[config.mk]
export PLATFORM = sky130hd
export DESIGN_NAME = smf_filter
export DESIGN_NICKNAME = d
export VERILOG_FILES = /design/src/rtl/smf_pkg.sv /design/src/rtl/smf_filter.sv
export SDC_FILE = /design/constraint.sdc
export NUM_CORES = 2
export LEC_CHECK = 0
export BUFFER_PORTS_ARGS = -buffer_cell sky130_fd_sc_hd__buf_2
export CORE_AREA = 2 2 298 359
export DETAILED_ROUTE_END_ITERATION = 8
export DIE_AREA = 0 0 300 361
export PLACE_DENSITY = 0.49
export SLEW_MARGIN = 20
export SYNTH_ARGS = -nofsm -noshare
export SYNTH_HDL_FRONTEND = slang
export SYNTH_SLANG_ARGS = --single-unit
[constraint.sdc]
create_clock -name clock -period 8.85 [get_ports clock]
set_clock_uncertainty 0.2 [all_clocks]
set_input_delay 0.4425 -clock clock [delete_from_list [all_inputs] [get_ports clock]]
set_output_delay 0.4425 -clock clock [all_outputs]
set_load 0.005 [all_outputs]
[src/rtl/smf_pkg.sv]
// shared constants, register map and carrier types of the port multicast filter
package smf_pkg;

  localparam int          ADDR_W         = 64;
  localparam int          CFG_ADDR_W     = 12;
  localparam int          NUM_REGS       = 11;

  // register byte offsets in the capability window
  localparam logic [11:0] OFS_CONTROL    = 12'he04;
  localparam logic [11:0] OFS_WIN_LO     = 12'he08;
  localparam logic [11:0] OFS_WIN_HI     = 12'he0c;
  localparam logic [11:0] OFS_ACCEPT_LO  = 12'he10;
  localparam logic [11:0] OFS_ACCEPT_HI  = 12'he14;
  localparam logic [11:0] OFS_DENY_LO    = 12'he18;
  localparam logic [11:0] OFS_DENY_HI    = 12'he1c;
  localparam logic [11:0] OFS_UNTR_LO    = 12'he20;
  localparam logic [11:0] OFS_UNTR_HI    = 12'he24;
  localparam logic [11:0] OFS_OVL_LO     = 12'he28;
  localparam logic [11:0] OFS_OVL_HI     = 12'he2c;

  // register indices, counted from the control word
  localparam int          IDX_CONTROL    = 0;
  localparam int          IDX_WIN_LO     = 1;
  localparam int          IDX_WIN_HI     = 2;
  localparam int          IDX_ACCEPT_LO  = 3;
  localparam int          IDX_ACCEPT_HI  = 4;
  localparam int          IDX_DENY_LO    = 5;
  localparam int          IDX_DENY_HI    = 6;
  localparam int          IDX_UNTR_LO    = 7;
  localparam int          IDX_UNTR_HI    = 8;
  localparam int          IDX_OVL_LO     = 9;
  localparam int          IDX_OVL_HI     = 10;

  // field positions
  localparam int          POS_ENABLE     = 31;
  localparam int          POS_IN_USE     = 16;
  localparam int          POS_BASE_LO    = 12;
  localparam int          POS_OVL_BASE   = 6;
  localparam int          FIELD6_W       = 6;

  // writable bits per register; everything else reads as stored zero or a constant
  localparam logic [31:0] WMASK_CONTROL  = 32'h803f_0000;
  localparam logic [31:0] WMASK_WIN_LO   = 32'hffff_f03f;
  localparam logic [31:0] WMASK_FULL     = 32'hffff_ffff;
  // read-only capability bits: ecrc generation supported, 64 groups supported
  localparam logic [31:0] RO_CONTROL     = 32'h0000_803f;
  localparam logic [31:0] RESET_VALUE    = 32'h0000_0000;
  localparam logic [5:0]  GROUPS_SUPPORTED = 6'h3f;
  localparam logic [5:0]  OVL_MIN_LOG2   = 6'h06;

  typedef struct packed {
    logic [ADDR_W-1:0] addr;
    logic              untranslated;
    logic              mem_request;
  } smf_tlp_t;

  typedef struct packed {
    smf_tlp_t          tlp;
    logic              mc_hit;
    logic              mc_deliver;
    logic [5:0]        group;
  } smf_result_t;

  typedef struct packed {
    logic              we;
    logic [CFG_ADDR_W-1:0] addr;
    logic [3:0]        be;
    logic [31:0]       wdata;
  } smf_cfg_req_t;

endpackage : smf_pkg

[src/rtl/smf_filter.sv]
// per-port multicast window, group filter and address overlay
`timescale 1ns/100ps

// What this block does
// - multicast handling happens only while the global enable bit is set
// - low six bits of window base low give the group number bit position
// - window base low holds address bits 31:12; bits 11:6 are reserved
// - window base high holds address bits 63:32, forming a 64-bit base
// - groups set in the accept vector are delivered out of this port unless a deny vector blocks them
// - groups set in the deny vector are never sent by this port
// - untranslated TLPs of groups set in the untranslated deny vector are blocked
// - vector bits above the groups-in-use count are ignored
// - overlay is off while the overlay size is below six
// - overlay size of six or more is log2 of the window in bytes
// - multicast TLPs leaving this port get their address replaced into the overlay
// - at an upstream port the overlay maps multicast space onto host memory
// - groups in use field holds count minus one, ignored when disabled
// - read-only field reports sixty-four groups supported as count minus one
module smf_filter
  import smf_pkg::*;
(
  // clock and reset
  input  wire logic                 clock,
  input  wire logic                 arst_n,
  // configuration access
  input  wire logic                 cfg_req,
  input  wire smf_pkg::smf_cfg_req_t cfg_cmd,
  output      logic                 cfg_ready,
  output      logic                 cfg_ack,
  output      logic [31:0]          cfg_rdata,
  // serial eeprom / i2c preload
  input  wire logic                 load_we,
  input  wire logic [smf_pkg::CFG_ADDR_W-1:0] load_addr,
  input  wire logic [31:0]          load_wdata,
  // tlp from the fabric
  input  wire logic                 in_valid,
  input  wire smf_pkg::smf_tlp_t    in_tlp,
  output      logic                 in_ready,
  // tlp toward the egress link
  output      logic                 out_valid,
  output      smf_pkg::smf_result_t out_result,
  input  wire logic                 out_ready
);
  import smf_pkg::*;

  logic [31:0]       regs_reg [NUM_REGS];
  logic [31:0]       regs_next [NUM_REGS];
  logic              ack_reg;
  logic              ack_next;
  logic [31:0]       rdata_reg;
  logic [31:0]       rdata_next;
  logic              ovalid_reg;
  logic              ovalid_next;
  smf_result_t       result_reg;
  smf_result_t       result_next;

  // byte offset to register index; returns NUM_REGS for an unmapped address
  function automatic int reg_index(input logic [CFG_ADDR_W-1:0] a);
    int idx;
    idx = NUM_REGS;
    if (a[1:0] == 2'b00 && a >= OFS_CONTROL && a <= OFS_OVL_HI) begin
      idx = int'((a - OFS_CONTROL) >> 2);
    end
    return idx;
  endfunction : reg_index

  function automatic logic [31:0] write_mask(input int idx);
    logic [31:0] m;
    m = WMASK_FULL;
    if (idx == IDX_CONTROL) begin
      m = WMASK_CONTROL;
    end else if (idx == IDX_WIN_LO) begin
      m = WMASK_WIN_LO;
    end
    return m;
  endfunction : write_mask

  function automatic logic [31:0] byte_mask(input logic [3:0] be);
    logic [31:0] m;
    m = {{8{be[3]}}, {8{be[2]}}, {8{be[1]}}, {8{be[0]}}};
    return m;
  endfunction : byte_mask

  // ones in bit positions 0..n, the groups in use
  function automatic logic [63:0] low_ones(input logic [5:0] n);
    logic [63:0] m;
    m = 64'hffff_ffff_ffff_ffff >> (7'd63 - {1'b0, n});
    return m;
  endfunction : low_ones

  // configuration fields seen by the filter
  logic              fanout_on;
  logic [5:0]        group_bit_lsb;
  logic [5:0]        groups_in_use;
  logic [63:0]       window_base;
  logic [63:0]       group_accept_vector;
  logic [63:0]       group_deny_vector;
  logic [63:0]       group_deny_untranslated_vector;
  logic [5:0]        overlay_window_log2;
  logic [63:0]       overlay_base;

  assign fanout_on     = regs_reg[IDX_CONTROL][POS_ENABLE];
  assign groups_in_use = regs_reg[IDX_CONTROL][POS_IN_USE +: FIELD6_W];
  assign group_bit_lsb = regs_reg[IDX_WIN_LO][FIELD6_W-1:0];
  assign window_base   = {regs_reg[IDX_WIN_HI],
                          regs_reg[IDX_WIN_LO][31:POS_BASE_LO], 12'h000};
  assign group_accept_vector            = {regs_reg[IDX_ACCEPT_HI], regs_reg[IDX_ACCEPT_LO]};
  assign group_deny_vector              = {regs_reg[IDX_DENY_HI], regs_reg[IDX_DENY_LO]};
  assign group_deny_untranslated_vector = {regs_reg[IDX_UNTR_HI], regs_reg[IDX_UNTR_LO]};
  assign overlay_window_log2 = regs_reg[IDX_OVL_LO][FIELD6_W-1:0];
  assign overlay_base  = {regs_reg[IDX_OVL_HI], regs_reg[IDX_OVL_LO][31:POS_OVL_BASE], 6'h00};

  // preload has the port; software waits out the cycle rather than losing a write
  assign cfg_ready = !load_we;

  // register file
  always_comb begin
    int cidx;
    int lidx;
    cidx = reg_index(cfg_cmd.addr);
    lidx = reg_index(load_addr);
    for (int i = 0; i < NUM_REGS; i++) begin
      regs_next[i] = regs_reg[i];
    end
    ack_next   = 1'b0;
    rdata_next = rdata_reg;
    if (load_we) begin
      if (lidx < NUM_REGS) begin
        regs_next[lidx] = load_wdata & write_mask(lidx);
      end
    end else if (cfg_req) begin
      ack_next = 1'b1;
      if (cfg_cmd.we) begin
        if (cidx < NUM_REGS) begin
          regs_next[cidx] = (regs_reg[cidx] & ~(write_mask(cidx) & byte_mask(cfg_cmd.be)))
                          | (cfg_cmd.wdata & write_mask(cidx) & byte_mask(cfg_cmd.be));
        end
      end else if (cidx < NUM_REGS) begin
        rdata_next = regs_reg[cidx];
        if (cidx == IDX_CONTROL) begin
          rdata_next = regs_reg[cidx] | RO_CONTROL;
        end
      end else begin
        rdata_next = RESET_VALUE;
      end
    end
  end

  always_ff @(posedge clock or negedge arst_n) begin
    if (!arst_n) begin
      for (int i = 0; i < NUM_REGS; i++) begin
        regs_reg[i] <= RESET_VALUE;
      end
      ack_reg   <= 1'b0;
      rdata_reg <= RESET_VALUE;
    end else begin
      for (int i = 0; i < NUM_REGS; i++) begin
        regs_reg[i] <= regs_next[i];
      end
      ack_reg   <= ack_next;
      rdata_reg <= rdata_next;
    end
  end

  assign cfg_ack   = ack_reg;
  assign cfg_rdata = rdata_reg;

  // filter datapath: one register stage, stalls when the egress side holds off
  logic [63:0]       offset;
  logic [63:0]       scaled;
  logic              in_window;
  logic [5:0]        group;
  logic [63:0]       valid_groups;
  logic              deliver;
  logic              overlay_on;
  logic [63:0]       keep_mask;
  logic [63:0]       new_addr;

  assign in_ready = !ovalid_reg || out_ready;

  always_comb begin
    // base low bits below the position are zero by software contract, so plain subtraction suffices
    offset       = in_tlp.addr - window_base;
    scaled       = offset >> group_bit_lsb;
    // the position below twelve is undefined; nothing here guards against it
    in_window    = fanout_on && in_tlp.mem_request && (in_tlp.addr >= window_base)
                && (scaled[63:6] == 58'h0) && (scaled[5:0] <= groups_in_use);
    group        = scaled[5:0];
    valid_groups = low_ones(groups_in_use);
    deliver      = in_window
                && (group_accept_vector[group] && valid_groups[group])
                && !(group_deny_vector[group] && valid_groups[group])
                && !(in_tlp.untranslated && group_deny_untranslated_vector[group]
                     && valid_groups[group]);
    overlay_on   = (overlay_window_log2 >= OVL_MIN_LOG2);
    keep_mask    = low_ones(overlay_window_log2 - 6'h01);
    // same replacement at an upstream port, where the base points into host memory
    new_addr     = (overlay_base & ~keep_mask) | (in_tlp.addr & keep_mask);
    ovalid_next  = ovalid_reg;
    result_next  = result_reg;
    if (in_ready) begin
      ovalid_next = in_valid;
      if (in_valid) begin
        result_next.tlp        = in_tlp;
        result_next.mc_hit     = in_window;
        result_next.mc_deliver = deliver;
        result_next.group      = in_window ? group : 6'h00;
        if (deliver && overlay_on) begin
          result_next.tlp.addr = new_addr;
        end
      end
    end
  end

  always_ff @(posedge clock or negedge arst_n) begin
    if (!arst_n) begin
      ovalid_reg <= 1'b0;
      result_reg <= '0;
    end else begin
      ovalid_reg <= ovalid_next;
      result_reg <= result_next;
    end
  end

  assign out_valid  = ovalid_reg;
  assign out_result = result_reg;

endmodule : smf_filter

==> reports/metrics.yaml <==
status:
  outcome: "completed"
routing:
  dr.pass1.iters: 7
  routed_wl_um: 218000
  drt_iter0_markers: 5281
  via_count: 42080
  via_per_inst: 6.475
  wire_per_inst_um: 33.55
  drc: 0
  drtAntennaViolNets: 0
setup_path:
  reg2reg_depth: 26
  r2r_end: "out_result[59]"
  required_ns: 9.22
  setup.worst_path.end_class: "flop"
  worstPathArrival_ns: 9.04
  r2r-start: "regs_reg[309]"
  cp-startpoint: "regs_reg[309]"
  r2r_slack_ns: 0.18
  critPathKind: "flop to flop"
  crit_path_end: "out_result[59]"
  critPathLaunchType: "flop"
  worstPathMaxFanout: 43
global_routing:
  grt_usage: 0.3902
  overflow: 0
  grt_pass1_wl_um: 307200
  grt_max_degree: 228
  first_global_vias: 39830
  antenna_found_initial: 6
timing:
  holdWs_ns: 0.03404
  fmax_ghz: 0.1154
  slew_headroom: 0.1384
  setup_viol: 0
  worst_slew_pin_slew_ns: 1.272
  final_hold_viol_count: 0
  fin_setup_tns_ns: 0
  min_period_ns: 8.668
  rsz0062_at_grt: "no"
  finalCritPeriodShare: 0.9794
  maxSlewViolCount: 0
clock_network:
  cts_resized: 0
  worst_skew_pair.late_latency_ns: 0.67
  clk_path_buf_depth: 3
  holdBufCountCts: 67
  cts_buffers: 56
  clk_pin_slew_ns: 0.06
  cts_tree: "done"
  htreeDepth: 2
  post_cts_buffers: 0
  cts_sinks: 460
  cts-root-buf: "clkbuf_16"
synthesis:
  yosysUniqueCellTypes: 114
  synth_cells: 4892
  synth_nets: 5125
  syn-cell-area_mm2: 0.03642
  yosys_warnings: 0
  async_flop_share: 1.000
  synth_top_flop_cell: "dfrtp_1"
  synth_enable_flop_cells: 0
  avgSynthCellArea_um2: 7.444
  ys_seq_area_frac: 0.3161
  ys_seq_elements: 460
power:
  p_total_mw: 5.553
  seq_power_share: 0.391
  p_int_mw: 3.776
  p_leak_nw: 16.68
  p_per_area_mw_per_mm2: 132.0
  clock_power_share: 0.426
  pwr-share-comb: 0.183
  vdd_drop_max_mv: 0.1478
  netSwitchingFraction: 0.3200
  power_switching_mw: 1.777
placed_design:
  detailed_place_hpwl_um: 164000
  gp_congestion: 1.080
  place_area_mm2: 0.03958
  io_buffers: 274
finish:
  largest_register_ffs: 83
  design_area_mm2: 0.04206
  num-nets-final: 5303
  final_layout_size_suffix_gt1_frac: 0.1400
  area_growth_pct: 15.48
flow_run:
  maxCapViolations: 0
floorplanning:
  top_level_ports: 275
  start_util: 0.3487
  core_area_mm2: 0.1044
  die_area_mm2: 0.1083
  die_w_um: 300
  die_h_um: 361
  num_rows: 130
worst_hold_path:
  hp-class: "primary input to flop"
  min_from: "in_tlp[16]"
-- layout by cell type, fill, tap and decap left out, drive strengths merged, types with 28 or more instances in the layout --
| master | n |
|---|---|
| and2 | 30 |
| a21oi | 476 |
| clkbuf | 82 |
| o21ai | 623 |
| inv | 110 |
| a221oi | 28 |
| a22oi | 90 |
| nor3 | 107 |
| nor4 | 32 |
| ha | 67 |
| dlygate4sd3 | 67 |
| a211oi | 50 |
| nand3 | 119 |
| a31oi | 76 |
| nor2 | 531 |
| mux2i | 129 |
| nor2b | 39 |
| buf | 452 |
| and3 | 54 |
| nand2 | 740 |
| o211ai | 37 |
| mux2 | 52 |
| dfrtp | 460 |
| a21o | 32 |
| nand4 | 94 |
| o221ai | 70 |
-- synthesized netlist by cell type, drive strengths merged (15+ instances only) --
| cell type | number | area share |
|---|---|---|
| mux2i | 129 | 0.035 |
| a22oi | 90 | 0.019 |
| clkbuf | 312 | 0.032 |
| a21oi | 476 | 0.066 |
| nor2 | 531 | 0.055 |
| o2111ai | 21 | 0.0051 |
| xnor2 | 19 | 0.0048 |
| a31oi | 76 | 0.013 |
| o211ai | 37 | 0.0078 |
| a211o | 15 | 0.0036 |
| mux2 | 52 | 0.016 |
| dfrtp | 460 | 0.32 |
| and3 | 54 | 0.0093 |
| ha | 67 | 0.023 |
| inv | 108 | 0.011 |
| o21a | 26 | 0.0054 |
| nand2 | 740 | 0.076 |
| o22ai | 19 | 0.0033 |
| and2 | 30 | 0.0052 |
| or3 | 27 | 0.0046 |
| nor4 | 32 | 0.0061 |
| or2 | 15 | 0.0026 |
| o21ai | 623 | 0.086 |
| nor3 | 107 | 0.015 |
| nand3 | 119 | 0.016 |
| buf | 87 | 0.013 |
| mux4 | 26 | 0.016 |
| a2111oi | 21 | 0.0051 |
| a221oi | 28 | 0.0074 |
| nor2b | 39 | 0.0067 |
| a211oi | 50 | 0.011 |
| o221ai | 70 | 0.017 |
| o31ai | 19 | 0.0039 |
| nand4 | 94 | 0.016 |
| nand2b | 15 | 0.0026 |
| a21o | 32 | 0.0066 |
-- power groups by stage --
stage / Combinational [mW] / Sequential, mW / Clock, mW
final: 1.01 / 2.17 / 2.37
after global routing: 1.06 / 2.17 / 2.47
after CTS: 0.986 / 2.17 / 2.38
after detailed placement: 0.960 / 2.21 / 0
after global placement: 0.966 / 2.21 / 0
after floorplan: 0.479 / 2.21 / 0
-- stage by stage --
stage,worst slack [ns],instances,utilization
6_report,0.1821,6498,0.4027
5_1_grt,0.1746,6494,0.4026
4_1_cts,0.5571,6494,0.4026
3_5_place_dp,0.4989,6331,0.3790
3_3_place_gp,0.5168,6331,0.3789
2_1_floorplan,1.867,4892,-
-- worst min path at each step --
stage / slack [ns] / to / cells after the start
2_1_floorplan: -0.05 / cfg_ack / 0
3_3_place_gp: 0.26 / group_accept_vector[60] / 1
3_5_place_dp: 0.26 / group_accept_vector[60] / 1
4_1_cts: 0.007 / out_result[24] / 4
5_1_grt: 0.06 / out_result[24] / 4
6_report: 0.03 / out_result[24] / 4
-- logic make-up (layout without fill, tap and decap cells) --
logic type / Yosys count / count (layout) / share of synthesized area
and+or+nand+nor: 1850 / 1850 / 0.2269
AOI/OAI and AO/OA: 1764 / 1764 / 0.3007
buffers and inverters: 509 / 725 / 0.05672
DFF: 460 / 460 / 0.3161
muxes: 207 / 207 / 0.06761
adders and majority gates: 70 / 70 / 0.02412
xor gates and xnor gates: 32 / 32 / 0.007902
other: 0 / 4 / 0
-- critical path, cell delays in order, from the launching register on --
cell	delay (ns)
dfrtp_1	0.45
inv_1	0.18
ha_1	0.47
a21oi_1	0.31
o21ai_1	0.27
a221oi_2	0.51
a2111oi_0	0.19
a211oi_1	0.61
buf_4	0.24
and3_1	0.23
o211ai_1	0.15
o31ai_1	0.70
a32oi_2	0.30
o21ai_4	0.35
inv_2	0.08
buf_4	0.38
a2111oi_0	0.60
nor3_1	0.13
nor4_1	0.43
a211oi_1	0.15
buf_4	0.19
nor4b_4	0.25
buf_4	0.20
and3_2	0.25
buf_12	0.22
o2111ai_1	0.19
a31oi_1	0.25
-- layer usage --
metal | wire [um] | share of wire | track usage | vias up
met5 | 13 | 0.000060 | 0 | -
li1 | - | - | - | 18300
met2 | 99090 | 0.45 | 0.6234 | 2432
met1 | 85910 | 0.39 | 0.4961 | 20760
met4 | 16130 | 0.074 | 0.2428 | 2
met3 | 16850 | 0.077 | 0.05476 | 579
-- cell type report --
class / instances / area (um2)
Antenna cell: 4 / 10.01
Tap cell: 1386 / 1734
Clock buffer: 82 / 1630
Inverter: 110 / 416.7
Sequential cell: 460 / 11510
Timing Repair Buffer: 519 / 3495
Fill cell: 11080 / 62370
Clock inverter: 14 / 162.7
Multi-Input combinational cell: 3923 / 23090
No activity file was read; power rests on OpenSTA's default activity.
